===== src/include/tepc_pkg.sv =====
`default_nettype none
package tepc_pkg;

    // Printed offsets are register indices; byte address is four times that
    localparam logic [7:0] IDX_CONTROL = 8'h15;
    localparam logic [7:0] IDX_COMPARE = 8'h19;
    localparam logic [7:0] IDX_STATUS = 8'h1A;
    localparam logic [9:0] ADDR_CONTROL = {IDX_CONTROL, 2'b00};
    localparam logic [9:0] ADDR_COMPARE = {IDX_COMPARE, 2'b00};
    localparam logic [9:0] ADDR_STATUS = {IDX_STATUS, 2'b00};
    localparam int ADDR_W = 10;

    // timer_control fields
    localparam int RUN_BIT_POS = 5;
    localparam int CSEL_LSB = 2;
    localparam int CSEL_W = 3;
    localparam int MODE_LSB = 0;
    localparam int MODE_W = 2;

    // status fields
    localparam int STAT_CNT_LSB = 0;
    localparam int STAT_DIV_POS = 8;
    localparam int STAT_PWM_POS = 9;
    localparam int STAT_ACT_LSB = 16;

    // Reset values, counter top, external select code and internal source count
    localparam logic [7:0] COMPARE_RESET = 8'hFF;
    localparam logic [7:0] COUNT_RESET = 8'h00;
    localparam logic [7:0] COUNT_TOP = 8'hFF;
    localparam logic [2:0] CSEL_RESET = 3'h0;
    localparam logic [2:0] CSEL_EXTERNAL = 3'h7;
    localparam int N_INT_SRC = 7;

    // Event input pulse width floor, in high-frequency clock periods
    localparam int EVENT_MIN_FC_PERIODS = 8;

    typedef enum logic [1:0] {
        MODE_TIMER = 2'b00,
        MODE_RSVD = 2'b01,
        MODE_PDO = 2'b10,
        MODE_PWM = 2'b11
    } tepc_mode_t;

    localparam logic [1:0] MODE_RESET = 2'b00;

endpackage : tepc_pkg
`default_nettype wire


===== src/logic/tepc_timer.sv =====
`timescale 1ns/1ps
`default_nettype none
module tepc_timer (
    input wire logic clk_sys,
    input wire logic arst_n,
    input wire logic psel,
    input wire logic penable,
    input wire logic pwrite,
    input wire logic [tepc_pkg::ADDR_W-1:0] paddr,
    input wire logic [31:0] pwdata,
    output logic [31:0] prdata,
    output logic pready,
    output logic pslverr,
    input wire logic [tepc_pkg::N_INT_SRC-1:0] src_tick,
    input wire logic event_in,
    input wire logic low_speed_mode,
    input wire logic stop_mode_entry,
    output logic match_irq,
    output logic divider_out,
    output logic pwm_out_n
);

    typedef struct packed {
        logic [7:0] cnt;
        logic [7:0] cmp;
        logic [7:0] act;
        logic run;
        logic [2:0] csel;
        logic [1:0] mode;
        logic div;
        logic pwm_n;
        logic irq;
        logic ev_s1;
        logic ev_s2;
        logic ev_s3;
        logic rdy;
        logic err;
        logic [31:0] rdata;
    } tepc_state_t;

    tepc_state_t st_reg;
    tepc_state_t st_next;
    logic ev_rise;
    logic ev_fall;
    logic int_tick;
    logic ext_sel;
    logic wr_ctrl;
    logic wr_cmp;
    logic addr_ok;

    // Only the second and third stages feed the edge detector
    assign ev_rise = st_reg.ev_s2 & ~st_reg.ev_s3;
    assign ev_fall = ~st_reg.ev_s2 & st_reg.ev_s3;
    assign ext_sel = (st_reg.csel == tepc_pkg::CSEL_EXTERNAL);
    assign int_tick = ext_sel ? 1'b0 : src_tick[st_reg.csel];
    assign addr_ok = (paddr == tepc_pkg::ADDR_CONTROL)
        || (paddr == tepc_pkg::ADDR_COMPARE)
        || (paddr == tepc_pkg::ADDR_STATUS);
    // Writes land only at the completing access edge
    assign wr_ctrl = psel && penable && pwrite && st_reg.rdy
        && (paddr == tepc_pkg::ADDR_CONTROL);
    assign wr_cmp = psel && penable && pwrite && st_reg.rdy
        && (paddr == tepc_pkg::ADDR_COMPARE);

    always_comb begin
        st_next = st_reg;
        st_next.irq = 1'b0;
        st_next.ev_s1 = event_in;
        st_next.ev_s2 = st_reg.ev_s1;
        st_next.ev_s3 = st_reg.ev_s2;
        if (st_reg.run) begin
            case (st_reg.mode)
                tepc_pkg::MODE_TIMER: begin
                    if (ext_sel) begin
                        // Low-speed modes have no event clock
                        if (!low_speed_mode) begin
                            if (ev_rise) begin
                                st_next.cnt = st_reg.cnt + 8'h01;
                            end else if (ev_fall
                                && st_reg.cnt == st_reg.cmp) begin
                                st_next.irq = 1'b1;
                                st_next.cnt = tepc_pkg::COUNT_RESET;
                            end
                        end
                    end else if (int_tick) begin
                        if (st_reg.cnt == st_reg.cmp) begin
                            st_next.irq = 1'b1;
                            st_next.cnt = tepc_pkg::COUNT_RESET;
                        end else begin
                            st_next.cnt = st_reg.cnt + 8'h01;
                        end
                    end
                end
                tepc_pkg::MODE_PDO: begin
                    if (int_tick) begin
                        if (st_reg.cnt == st_reg.cmp) begin
                            st_next.div = ~st_reg.div;
                            st_next.irq = 1'b1;
                            st_next.cnt = tepc_pkg::COUNT_RESET;
                        end else begin
                            st_next.cnt = st_reg.cnt + 8'h01;
                        end
                    end
                end
                tepc_pkg::MODE_PWM: begin
                    if (int_tick && !low_speed_mode) begin
                        st_next.cnt = st_reg.cnt + 8'h01;
                        if (st_reg.cnt == tepc_pkg::COUNT_TOP) begin
                            st_next.pwm_n = 1'b1;
                            st_next.irq = 1'b1;
                            // Shadow moves at cycle end and on a software start
                            st_next.act = st_reg.cmp;
                        end else if (st_reg.cnt + 8'h01 == st_reg.act) begin
                            st_next.pwm_n = 1'b0;
                        end
                    end
                end
                default: begin
                    // Reserved mode holds the counter
                    st_next.cnt = st_reg.cnt;
                end
            endcase
        end else begin
            st_next.cnt = tepc_pkg::COUNT_RESET;
            st_next.div = 1'b1;
            st_next.pwm_n = 1'b1;
        end
        // APB: answer with no wait state, data taken in setup
        st_next.rdy = psel && !penable;
        st_next.err = psel && !penable && !addr_ok;
        st_next.rdata = 32'h0000_0000;
        if (psel && !penable && !pwrite) begin
            case (paddr)
                tepc_pkg::ADDR_CONTROL: begin
                    st_next.rdata[tepc_pkg::RUN_BIT_POS] = st_reg.run;
                    st_next.rdata[tepc_pkg::CSEL_LSB +: tepc_pkg::CSEL_W]
                        = st_reg.csel;
                    st_next.rdata[tepc_pkg::MODE_LSB +: tepc_pkg::MODE_W]
                        = st_reg.mode;
                end
                tepc_pkg::ADDR_COMPARE: begin
                    st_next.rdata[7:0] = st_reg.cmp;
                end
                tepc_pkg::ADDR_STATUS: begin
                    st_next.rdata[tepc_pkg::STAT_CNT_LSB +: 8] = st_reg.cnt;
                    st_next.rdata[tepc_pkg::STAT_DIV_POS] = st_reg.div;
                    st_next.rdata[tepc_pkg::STAT_PWM_POS] = st_reg.pwm_n;
                    st_next.rdata[tepc_pkg::STAT_ACT_LSB +: 8] = st_reg.act;
                end
                default: begin
                    st_next.rdata = 32'h0000_0000;
                end
            endcase
        end
        if (wr_cmp) begin
            // In PWM mode this is the shadow stage only
            st_next.cmp = pwdata[7:0];
        end
        if (wr_ctrl) begin
            st_next.run = pwdata[tepc_pkg::RUN_BIT_POS];
            st_next.csel = pwdata[tepc_pkg::CSEL_LSB +: tepc_pkg::CSEL_W];
            st_next.mode = pwdata[tepc_pkg::MODE_LSB +: tepc_pkg::MODE_W];
            if (pwdata[tepc_pkg::RUN_BIT_POS] && !st_reg.run) begin
                st_next.cnt = tepc_pkg::COUNT_RESET;
                st_next.div = 1'b1;
                st_next.pwm_n = 1'b1;
                st_next.act = st_reg.cmp;
            end
        end
        // Stop power mode outranks a software start in the same cycle
        if (stop_mode_entry) begin
            st_next.run = 1'b0;
        end
    end

    always_ff @(posedge clk_sys or negedge arst_n) begin
        if (!arst_n) begin
            st_reg <= '0;
            st_reg.cnt <= tepc_pkg::COUNT_RESET;
            st_reg.cmp <= tepc_pkg::COMPARE_RESET;
            st_reg.act <= tepc_pkg::COMPARE_RESET;
            st_reg.csel <= tepc_pkg::CSEL_RESET;
            st_reg.mode <= tepc_pkg::MODE_RESET;
            st_reg.div <= 1'b1;
            st_reg.pwm_n <= 1'b1;
        end else begin
            st_reg <= st_next;
        end
    end

    assign prdata = st_reg.rdata;
    assign pready = st_reg.rdy;
    assign pslverr = st_reg.err;
    assign match_irq = st_reg.irq;
    assign divider_out = st_reg.div;
    assign pwm_out_n = st_reg.pwm_n;

    logic timer_on;
    logic event_on;
    logic pdo_on;
    logic pwm_on;
    assign timer_on = st_reg.run && st_reg.mode == tepc_pkg::MODE_TIMER
        && !ext_sel && !wr_ctrl && !stop_mode_entry;
    assign event_on = st_reg.run && st_reg.mode == tepc_pkg::MODE_TIMER
        && ext_sel && !wr_ctrl && !stop_mode_entry;
    assign pdo_on = st_reg.run && st_reg.mode == tepc_pkg::MODE_PDO
        && !wr_ctrl && !stop_mode_entry;
    assign pwm_on = st_reg.run && st_reg.mode == tepc_pkg::MODE_PWM
        && !wr_ctrl && !stop_mode_entry && !low_speed_mode;
endmodule : tepc_timer
`default_nettype wire


===== config.mk =====
export PLATFORM = sky130hd
export DESIGN_NAME = tepc_timer
export DESIGN_NICKNAME = d
export VERILOG_FILES = /design/src/include/tepc_pkg.sv /design/src/logic/tepc_timer.sv
export SDC_FILE = /design/constraint.sdc
export NUM_CORES = 1
export LEC_CHECK = 0
export BUFFER_PORTS_ARGS = -buffer_cell sky130_fd_sc_hd__clkbuf_2
export CORE_AREA = 2 2 75 106
export CTS_BUF_LIST = sky130_fd_sc_hd__clkbuf_2
export DETAILED_ROUTE_END_ITERATION = 10
export DIE_AREA = 0 0 77 108
export PLACE_DENSITY = 0.78
export SLEW_MARGIN = 20
export SYNTH_ARGS = -nofsm -noshare
export SYNTH_HDL_FRONTEND = slang
export SYNTH_SLANG_ARGS = --single-unit

===== constraint.sdc =====
create_clock -name clk_sys -period 2 [get_ports clk_sys]
set_input_delay 0.4 -clock clk_sys [delete_from_list [all_inputs] [get_ports clk_sys]]
set_output_delay 0.4 -clock clk_sys [all_outputs]
set_load 0.05 [all_outputs]

==> flow_summary.yaml, run 1 <==
outcome:
  outcome: "finished, violations left"
  violations: "negative setup slack"
final_layout:
  stdcell_area_sq_mm: 0.00479
  largest_reg_flops: 31
  fin_util_pct: 65.4
  final_common_cell: "buf_4"
  area_delta_synth_final_pct: 32.0
  drive_above_1_share_pct: 51.4
  final_cell_mix: "buf_4, clkbuf_2, dfrtp_1"
  nNetsFinal: 536
floorplan:
  fp-row-count: 37
  num_io_pins: 94
  dieArea_sq_mm: 0.00832
  coreArea_sq_mm: 0.00731
  die_w_um: 77
  floorplan.initialDensity_pct: 49.6
  die_h_um: 108
yosys:
  synthTopCellsByArea: "dfrtp_1, dfstp_2, buf_4"
  synth_area_per_cell_sq_um: 9.96
  synth_fa_ha_area_share_pct: 0.345
  seq_area_frac_synth_pct: 39.3
  ys_types: 76
  synth_cells: 364
  yosys_most_used_dff: "dfrtp_1"
  synth_compound_area_share_pct: 16.7
  synth_edf_count: 0
  muxShareOfSynthArea_pct: 7.83
  yosys_register_bits: 56
  yosysTopAreaCell: "dfrtp_1"
  netlist.area_leader.share_pct: 26.2
  syn_area_sq_mm: 0.00363
  ys.warnings.count: 0
  synthSimpleGateAreaFrac_pct: 19.5
  async_flop_share_pct: 100
  synth_top_family_by_area: "simple AND/OR/NAND/NOR gates"
  synth_xor_area_share_pct: 6.28
worst_setup_path:
  worstSetupPathType: "register to register"
  rr_worst_depth: 9
  r2r_slack_ps: -250
  worstSetupStartpointType: "register"
  crit_fanout: 4
  cp-end-kind: "register"
  r2r-start: "st_reg[62]$_DFF_PN0_"
  worstPathRequired_ps: 2400
  regToRegEndpoint: "st_reg[68]$_DFF_PN0_"
  worstPathArrival_ps: 2640
clock_network:
  numCtsBuffers: 5
  clockBufferDepth: 2
  htreeDepth: 2
  clkTransAtPathRegs_ps: 330
  clock_latency_ps: 510
  cts_root_buf: "clkbuf_2"
  clock_sinks: 56
  cts_tree: "done"
timing:
  period_needed_ps: 2250
  grt_setup_unrepaired: "yes"
  final_hold_viol_count: 0
  skew_ps: 48.9
  holdWs_ps: 40.6
  setup_slack_ps: -249
  fin_crit_sh_pct: 112
  fmax_ghz: 0.445
  setup_viol: 7
  slew_viol_final: 0
grt:
  track_usage_pct: 26.5
  grt_max_degree: 26
  antenna_found_initial: 1
  grt_pass1_vias: 3367
  gr-total-overflow: 0
  grt_pass1_wl_um: 17100
route:
  drt-total-wl_um: 10700
  wl_per_cell_um: 18.6
  drcViolationCount: 0
  first_pass_iters: 5
  antenna_left: 0
  num_vias: 3324
  vias_per_cell: 5.76
  first_iter_violations: 278
placement:
  postPlaceCellArea_sq_mm: 0.00434
  place.gp.congestion: 0.948
  port_buffers: 55
  dp_hpwl_um: 8140
power_and_ir_drop:
  peakVddDrop_mv: 0.333
  leakagePower_nw: 2.12
  p_per_area_mw_per_mm2: 388
hold_path:
  min_to: "st_reg[45]$_DFFE_PN0P_"
  hold_depth: 2
  hp-class: "input pin to register"
  hold_start: "stop_mode_entry"
flow_run:
  cap_violations: 0
==> critical path, cell delays in order, from the launching register on <==
cell and delay, ps:
dfrtp_2 530, buf_6 150, xnor2_4 160, nand4_1 250
o31a_1 430, buf_4 170, o21ai_2 120, buf_4 120
a211o_1 130, a31oi_1 80
==> report_power, final <==
part / switching (mW) / internal [mW]
combinational: 0.153 / 0.0745
sequential: 0.00308 / 1.14
clock: 0.388 / 0.0938
==> per-stage QoR <==
step / setup WS [ps] / setup TNS [ps] / power [mW] / instances
floorplan: -55.1 / -55.1 / 1.29 / 377
CTS: -227 / -808 / 1.86 / 567
detailed placement: -287 / -1000 / 1.37 / 552
global placement: -230 / -1080 / 1.37 / 552
global route: -293 / -1660 / 1.93 / 577
finish: -249 / -1240 / 1.86 / 577
==> routing by layer <==
metal  track usage, %  wire [um]
met1             31.8       4180
met5                0          0
met4             13.1        463
met2             47.3       5520
met3             3.01        573
==> area by class of cell <==
class | count | area [sq um]
multi-input combinational | 263 | 2120
sequential | 56 | 1430
clock inverter | 2 | 16.3
fill | 609 | 2530
clock buffer | 6 | 30.0
timing repair buffer | 148 | 1050
tap | 97 | 121
antenna | 1 | 2.50
inverter | 4 | 15.0
==> how the worst max path moves through the flow <==
stage                     cells past startpoint                 start              endpoint  slack, ps
after floorplan                               8  st_reg[62]$_DFF_PN0_   pwm_out_n$_DFF_PN1_        -60
after global placement                        6  st_reg[65]$_DFF_PN0_  st_reg[62]$_DFF_PN0_       -230
after detailed placement                      7  st_reg[63]$_DFF_PN0_   pwm_out_n$_DFF_PN1_       -290
after CTS                                     8  st_reg[62]$_DFF_PN0_   pwm_out_n$_DFF_PN1_       -230
after global routing                          8  st_reg[62]$_DFF_PN0_   pwm_out_n$_DFF_PN1_       -290
final                                         9  st_reg[62]$_DFF_PN0_  st_reg[68]$_DFF_PN0_       -250
==> Yosys cell counts, types with 6 or more instances <==
cell type and n:
mux2_4 8, nand2_1 21, nor3_1 7, buf_2 6
buf_4 36, dfstp_2 18, a21oi_1 8, a222oi_1 6
o21ai_0 17, dfrtp_1 38, and2_1 11, xnor2_1 20
xor2_1 6, clkbuf_1 10, mux2_2 11, nor2_1 26
nand3_1 9
==> what timing repair did <==
item                                    CTS  global route
hold buffers                              2             0
pin swaps                                13            24
buffers inserted                          6            11
endpoints found under the setup margin   18            18
resized for setup                        30            31
hold endpoints to repair                 11             0
==> kinds of logic after synthesis <==
group | count (synthesis)
AOI/OAI and AO/OA | 79
muxes | 23
other | 1
buffers and inverters | 58
DFF | 56
and+or+nand+nor | 120
xor gates and xnor gates | 26
adders and majority gates | 1
Power figures use the tool's default switching activity.
==> run 2: changes to the inputs <==
==> constraint.sdc (replaced) <==
create_clock -name clk_sys -period 2 [get_ports clk_sys]
set_input_delay 0.2 -clock clk_sys [delete_from_list [all_inputs] [get_ports clk_sys]]
set_output_delay 0.2 -clock clk_sys [all_outputs]
set_load 0.05 [all_outputs]
==> flow_summary.yaml, run 2 (same netlist as run 1, synthesis figures left out) <==
clock_network:
  cts_root_buf: "clkbuf_2"
  htreeDepth: 2
  numCtsBuffers: 5
  clkTransAtPathRegs_ps: 340
  clock_latency_ps: 500
  clock_sinks: 56
  cts_tree: "done"
  clockBufferDepth: 2
timing:
  skew_ps: 52.1
  grt_setup_unrepaired: "yes"
  max-slew-margin-rel_pct: 53.5
  final_hold_viol_count: 0
  worst_slew_pin_slew_ps: 697
  fmax_ghz: 0.463
  fin_crit_sh_pct: 108
  setup_slack_ps: -158
  period_needed_ps: 2160
  slew_viol_final: 0
  setup_viol: 16
worst_setup_path:
  startpoint: "st_reg[62]$_DFF_PN0_"
  regToRegEndpoint: "pwm_out_n$_DFF_PN1_"
  worstPathRequired_ps: 2420
  cp-end-kind: "register"
  worstSetupPathType: "register to register"
  crit_fanout: 3
  worstPathArrival_ps: 2580
  rr_worst_depth: 7
  worstSetupStartpointType: "register"
  r2r_slack_ps: -160
  r2r-start: "st_reg[62]$_DFF_PN0_"
power_and_ir_drop:
  power.share.clock_pct: 30.3
  total_power_mw: 1.99
  p_sw_share_pct: 27.2
  peakVddDrop_mv: 0.542
  p_per_area_mw_per_mm2: 415
  combPwrFrac_pct: 12.1
  seq_power_share_pct: 57.6
  leakagePower_nw: 2.12
  p_sw_mw: 0.543
  p_int_mw: 1.45
placement:
  dp_hpwl_um: 7650
  place.gp.congestion: 0.978
  port_buffers: 55
  dp_cells: 547
route:
  first_iter_violations: 260
  antenna_left: 0
  wl_per_cell_um: 18.3
  drcViolationCount: 0
  first_pass_iters: 5
  vias_per_cell: 5.84
  drt-total-wl_um: 10600
  num_vias: 3387
outcome:
  outcome: "finished, violations left"
  violations: "negative setup slack"
final_layout:
  nNetsFinal: 540
  instances_no_fill: 580
  drive_above_1_share_pct: 47.6
  ff_latch_area_sq_mm: 0.00143
  num_antenna_cells: 0
  fillCellCount: 570
  final_cell_mix: "buf_4, clkbuf_2, dfrtp_1"
  final_common_cell: "buf_4"
  multiInputGateArea_sq_mm: 0.00211
  largest_reg_flops: 31
  area_delta_synth_final_pct: 32.3
grt:
  antenna_found_initial: 0
  track_usage_pct: 25.1
  grt_pass1_vias: 3221
  grt_max_degree: 57
  gr-total-overflow: 0
  grt_pass1_wl_um: 16400
floorplan:
  coreArea_sq_mm: 0.00731
  die_h_um: 108
  fp-row-count: 37
  floorplan.initialDensity_pct: 49.6
  num_io_pins: 94
  dieArea_sq_mm: 0.00832
  die_w_um: 77
hold_path:
  hold_depth: 3
  hold_start: "pwrite"
  min_to: "prdata[6]$_DFF_PN0_"
  hp-class: "input pin to register"
flow_run:
  cap_violations: 0
[run 2: changes by cell type in the layout (fill, tap and decap cells not counted), moves of 3 or more]
cell           delta
dfrtp_1           +4
o21ai_0           +4
buf_6             -6
mux2i_2           +3
dlygate4sd3_1    +11
dfrtp_2           -4
mux2i_1           -3
[run 2: final cells by class]
type | count | share of cell area (%)
Clock buffer | 6 | 0.626
Clock inverter | 2 | 0.808
Inverter | 4 | 0.313
Multi-Input combinational cell | 263 | 43.9
Sequential cell | 56 | 29.8
Tap cell | 97 | 2.53
Timing Repair Buffer | 152 | 22.1
[run 2: per-layer routing]
layer  vias to the layer above  share of wire [%]  track usage (%)
met5                         -                  0                0
met4                         0                4.5             11.6
met3                        45                8.4             3.42
met2                       195                 50             43.4
met1                      1617                 37             31.3
li1                       1530                  -                -
[run 2: metrics by stage]
step | setup TNS [ps] | hold slack (ps) | cell area [sq um] | util [%] | worst slack [ps]
global route | -1900 | 60.6 | 4800 | 65.6 | -232
detailed placement | -614 | 310 | 4300 | 58.7 | -169
global placement | -612 | 309 | 4300 | 58.7 | -161
finish | -1020 | 63.4 | 4800 | 65.6 | -158
floorplan | -54.4 | -95.6 | 3700 | - | -54.4
CTS | -796 | 58.8 | 4530 | 61.9 | -129
[run 2: power by group through the flow]
stage | clock (mW) | combinational [mW] | sequential (mW)
after floorplan | 0 | 0.124 | 1.17
after global placement | 0 | 0.202 | 1.16
after detailed placement | 0 | 0.204 | 1.16
after CTS | 0.605 | 0.224 | 1.15
after global routing | 0.651 | 0.259 | 1.15
final | 0.604 | 0.241 | 1.15
[run 2: critical path: stages (launching register included)]
cell	delay, ps
dfrtp_1	510
ha_4	200
xnor2_2	130
xnor2_1	130
nor4_1	280
nand3_1	90
or4b_1	470
a211o_1	270
[run 2: worst max-delay path by stage]
| stage | slack [ps] | endpoint |
|---|---|---|
| floorplan | -50 | pwm_out_n$_DFF_PN1_ |
| global placement | -160 | pwm_out_n$_DFF_PN1_ |
| detailed placement | -170 | pwm_out_n$_DFF_PN1_ |
| CTS | -130 | pwm_out_n$_DFF_PN1_ |
| global route | -230 | pwm_out_n$_DFF_PN1_ |
| finish | -160 | pwm_out_n$_DFF_PN1_ |
[run 2: timing repair]
action	4_1_cts	5_1_grt
endpoints found under the setup margin	17	18
buffers inserted	1	11
pin swaps	2	23
hold endpoints to repair	54	0
gates resized for setup	8	32
hold buffers	13	0
==> run 3: changes to the inputs <==
ABC_AREA = 1   (was default)
BUFFER_PORTS_ARGS = default   (was -buffer_cell sky130_fd_sc_hd__clkbuf_2)
CORE_AREA = 2 2 77 109   (was 2 2 75 106)
DIE_AREA = 0 0 79 111   (was 0 0 77 108)
DONT_BUFFER_PORTS = 1   (was default)
PLACE_DENSITY = 0.66   (was 0.78)
==> flow_summary.yaml, run 3 <==
final_layout:
  num_antenna_cells: 0
  final_common_cell: "nand2_1"
  largest_reg_flops: 31
  area_delta_synth_final_pct: 6.59
  final_cell_mix: "nand2_1, nor2_1, inv_1"
  nNetsFinal: 588
  drive_above_1_share_pct: 16.4
  fin_util_pct: 51.2
yosys:
  ys.warnings.count: 0
  syn_area_sq_mm: 0.00380
  yosysTopAreaCell: "dfrtp_1"
  synth.most_common_cell: "nand2_1"
  netlist_top_cells_count: "nand2_1, nor2_1, inv_1, nand3_1, dfrtp_1"
  synth_edf_count: 0
  yosys_register_bits: 56
  synthTopCellsByArea: "dfrtp_1, nand2_1, dfstp_2"
  netlist.area_leader.share_pct: 25.0
  yosys_most_used_dff: "dfrtp_1"
  seq_area_frac_synth_pct: 37.5
  async_flop_share_pct: 100
  synth_cells: 527
  ys_types: 38
  synth_area_per_cell_sq_um: 7.21
power_and_ir_drop:
  seq_power_share_pct: 60.0
  power.share.clock_pct: 31.8
  p_sw_share_pct: 26.9
  total_power_mw: 1.92
  p_per_area_mw_per_mm2: 474
  peakVddDrop_mv: 0.808
  leakagePower_nw: 2.07
  combPwrFrac_pct: 8.2
  p_sw_mw: 0.516
  p_int_mw: 1.40
hold_path:
  hold_start: "low_speed_mode"
  hold_depth: 5
  hp-class: "input pin to register"
  min_to: "st_reg[64]$_DFF_PN0_"
worst_setup_path:
  worstSetupPathType: "register to register"
  rr_worst_depth: 12
  crit_fanout: 7
  worstSetupStartpointType: "register"
  worstPathRequired_ps: 2420
  r2r-start: "st_reg[64]$_DFF_PN0_"
  regToRegEndpoint: "st_reg[66]$_DFF_PN0_"
  r2r_slack_ps: 110
  cp-end-kind: "register"
  startpoint: "st_reg[64]$_DFF_PN0_"
  worstPathArrival_ps: 2310
timing:
  holdWs_ps: 26.8
  fin_crit_sh_pct: 94.7
  grt_setup_unrepaired: "no"
  final_hold_viol_count: 0
  skew_ps: 54.1
  setup_slack_ps: 107
  setup_viol: 0
  worst_slew_pin_slew_ps: 721
  slew_viol_final: 0
  max-slew-margin-rel_pct: 51.7
  period_needed_ps: 1890
  setup-tns-final_ps: 0
  fmax_ghz: 0.528
floorplan:
  fp-row-count: 39
  floorplan.initialDensity_pct: 48.1
  die_w_um: 79
  num_io_pins: 94
  die_h_um: 111
  coreArea_sq_mm: 0.00791
  dieArea_sq_mm: 0.00877
grt:
  gr-total-overflow: 0
  grt_pass1_wl_um: 15700
  track_usage_pct: 22.8
  grt_pass1_vias: 3271
  grt_max_degree: 57
  antenna_found_initial: 0
placement:
  place_ws_ps: 155
  port_buffers: 0
  place.gp.congestion: 0.947
  dp_hpwl_um: 6980
clock_network:
  clock_sinks: 56
  clockBufferDepth: 2
  clkTransAtPathRegs_ps: 330
  clock_latency_ps: 500
  numCtsBuffers: 5
  cts_tree: "done"
  cts_root_buf: "clkbuf_2"
  htreeDepth: 2
route:
  wl_per_cell_um: 15.4
  first_iter_violations: 268
  num_vias: 3381
  first_pass_iters: 5
  vias_per_cell: 5.34
  drcViolationCount: 0
  antenna_left: 0
  drt-total-wl_um: 9760
flow_run:
  cap_violations: 0
outcome:
  outcome: "completed"
run 3: cell types whose count changed in the layout (fill, tap and decap cells not counted), sizes merged, moves of 11 or more:
| cell | previous run | this run |
|---|---|---|
| inv | 4 | 62 |
| xnor2 | 20 | 5 |
| nand3 | 10 | 51 |
| o21ai | 17 | 31 |
| mux2 | 19 | 2 |
| clkbuf | 61 | 5 |
| nor2 | 26 | 64 |
| buf | 84 | 16 |
| nand2 | 22 | 150 |
| a21oi | 9 | 24 |
| and2 | 11 | 0 |
run 3: area by class of cell:
| type | instances | area, sq um |
|---|---|---|
| clock buffers | 5 | 25.0 |
| multi-input cells | 374 | 1880 |
| repair buffers | 32 | 313 |
| fillers | 787 | 3850 |
| inverters | 61 | 231 |
| flip-flops and latches | 56 | 1420 |
| clock inverters | 3 | 46.3 |
| well taps | 102 | 128 |
run 3: what timing repair did:
item	4_1_cts	5_1_grt
endpoints found under the hold margin	77	0
setup buffers	0	1
setup endpoints to repair	0	10
gates resized for setup	0	13
hold buffers	17	0
run 3: cell families after synthesis:
kind of cell	Yosys count	share of synthesized area (%)
multiplexers	2	0.790
XOR/XNOR	9	2.27
flip-flops	56	37.5
buffers and inverters	111	15.2
adder cells (fa/ha/maj)	1	0.329
AND/OR/NAND/NOR	284	34.6
other	1	0.0987
AO/OA/AOI/OAI	63	9.22
run 3: how the worst max path moves through the flow:
stage,to,slack (ps),depth (start not counted)
after global placement,st_reg[68]$_DFF_PN0_,210,13
after CTS,divider_out$_DFF_PN1_,100,11
after floorplan,st_reg[60]$_DFFE_PN1P_,400,4
final,st_reg[66]$_DFF_PN0_,110,12
after global routing,st_reg[66]$_DFF_PN0_,2,13
after detailed placement,st_reg[68]$_DFF_PN0_,150,11
run 3: per-layer routing:
layer	global-route usage, %	routed length, um
met4	12.0	435
met2	39.2	4950
met3	2.93	540
met5	0	0
met1	27.2	3830
run 3: stage by stage:
| step | area [sq um] | instances |
|---|---|---|
| floorplan | 3850 | 540 |
| CTS | 4000 | 631 |
| global route | 4050 | 633 |
| finish | 4050 | 633 |
| detailed placement | 3740 | 606 |
| global placement | 3740 | 606 |
run 3: worst max-delay path, cell delays in order, from the launching register on:
cell and delay, ps:
dfrtp_1 640, nand2_1 170, nor2_2 170, buf_4 130, inv_1 30, nand2_1 160, inv_1 60, nand3_1 80
nand2_1 90, nand2_1 60, nand3_1 60, nor2_1 120, nor2_1 50
run 3: power by group through the flow:
stage	Sequential (mW)	Clock (mW)	Combinational (mW)
floorplan	1.17	0	0.112
global placement	1.17	0	0.0992
detailed placement	1.17	0	0.101
CTS	1.15	0.624	0.158
global route	1.15	0.666	0.171
finish	1.15	0.611	0.157
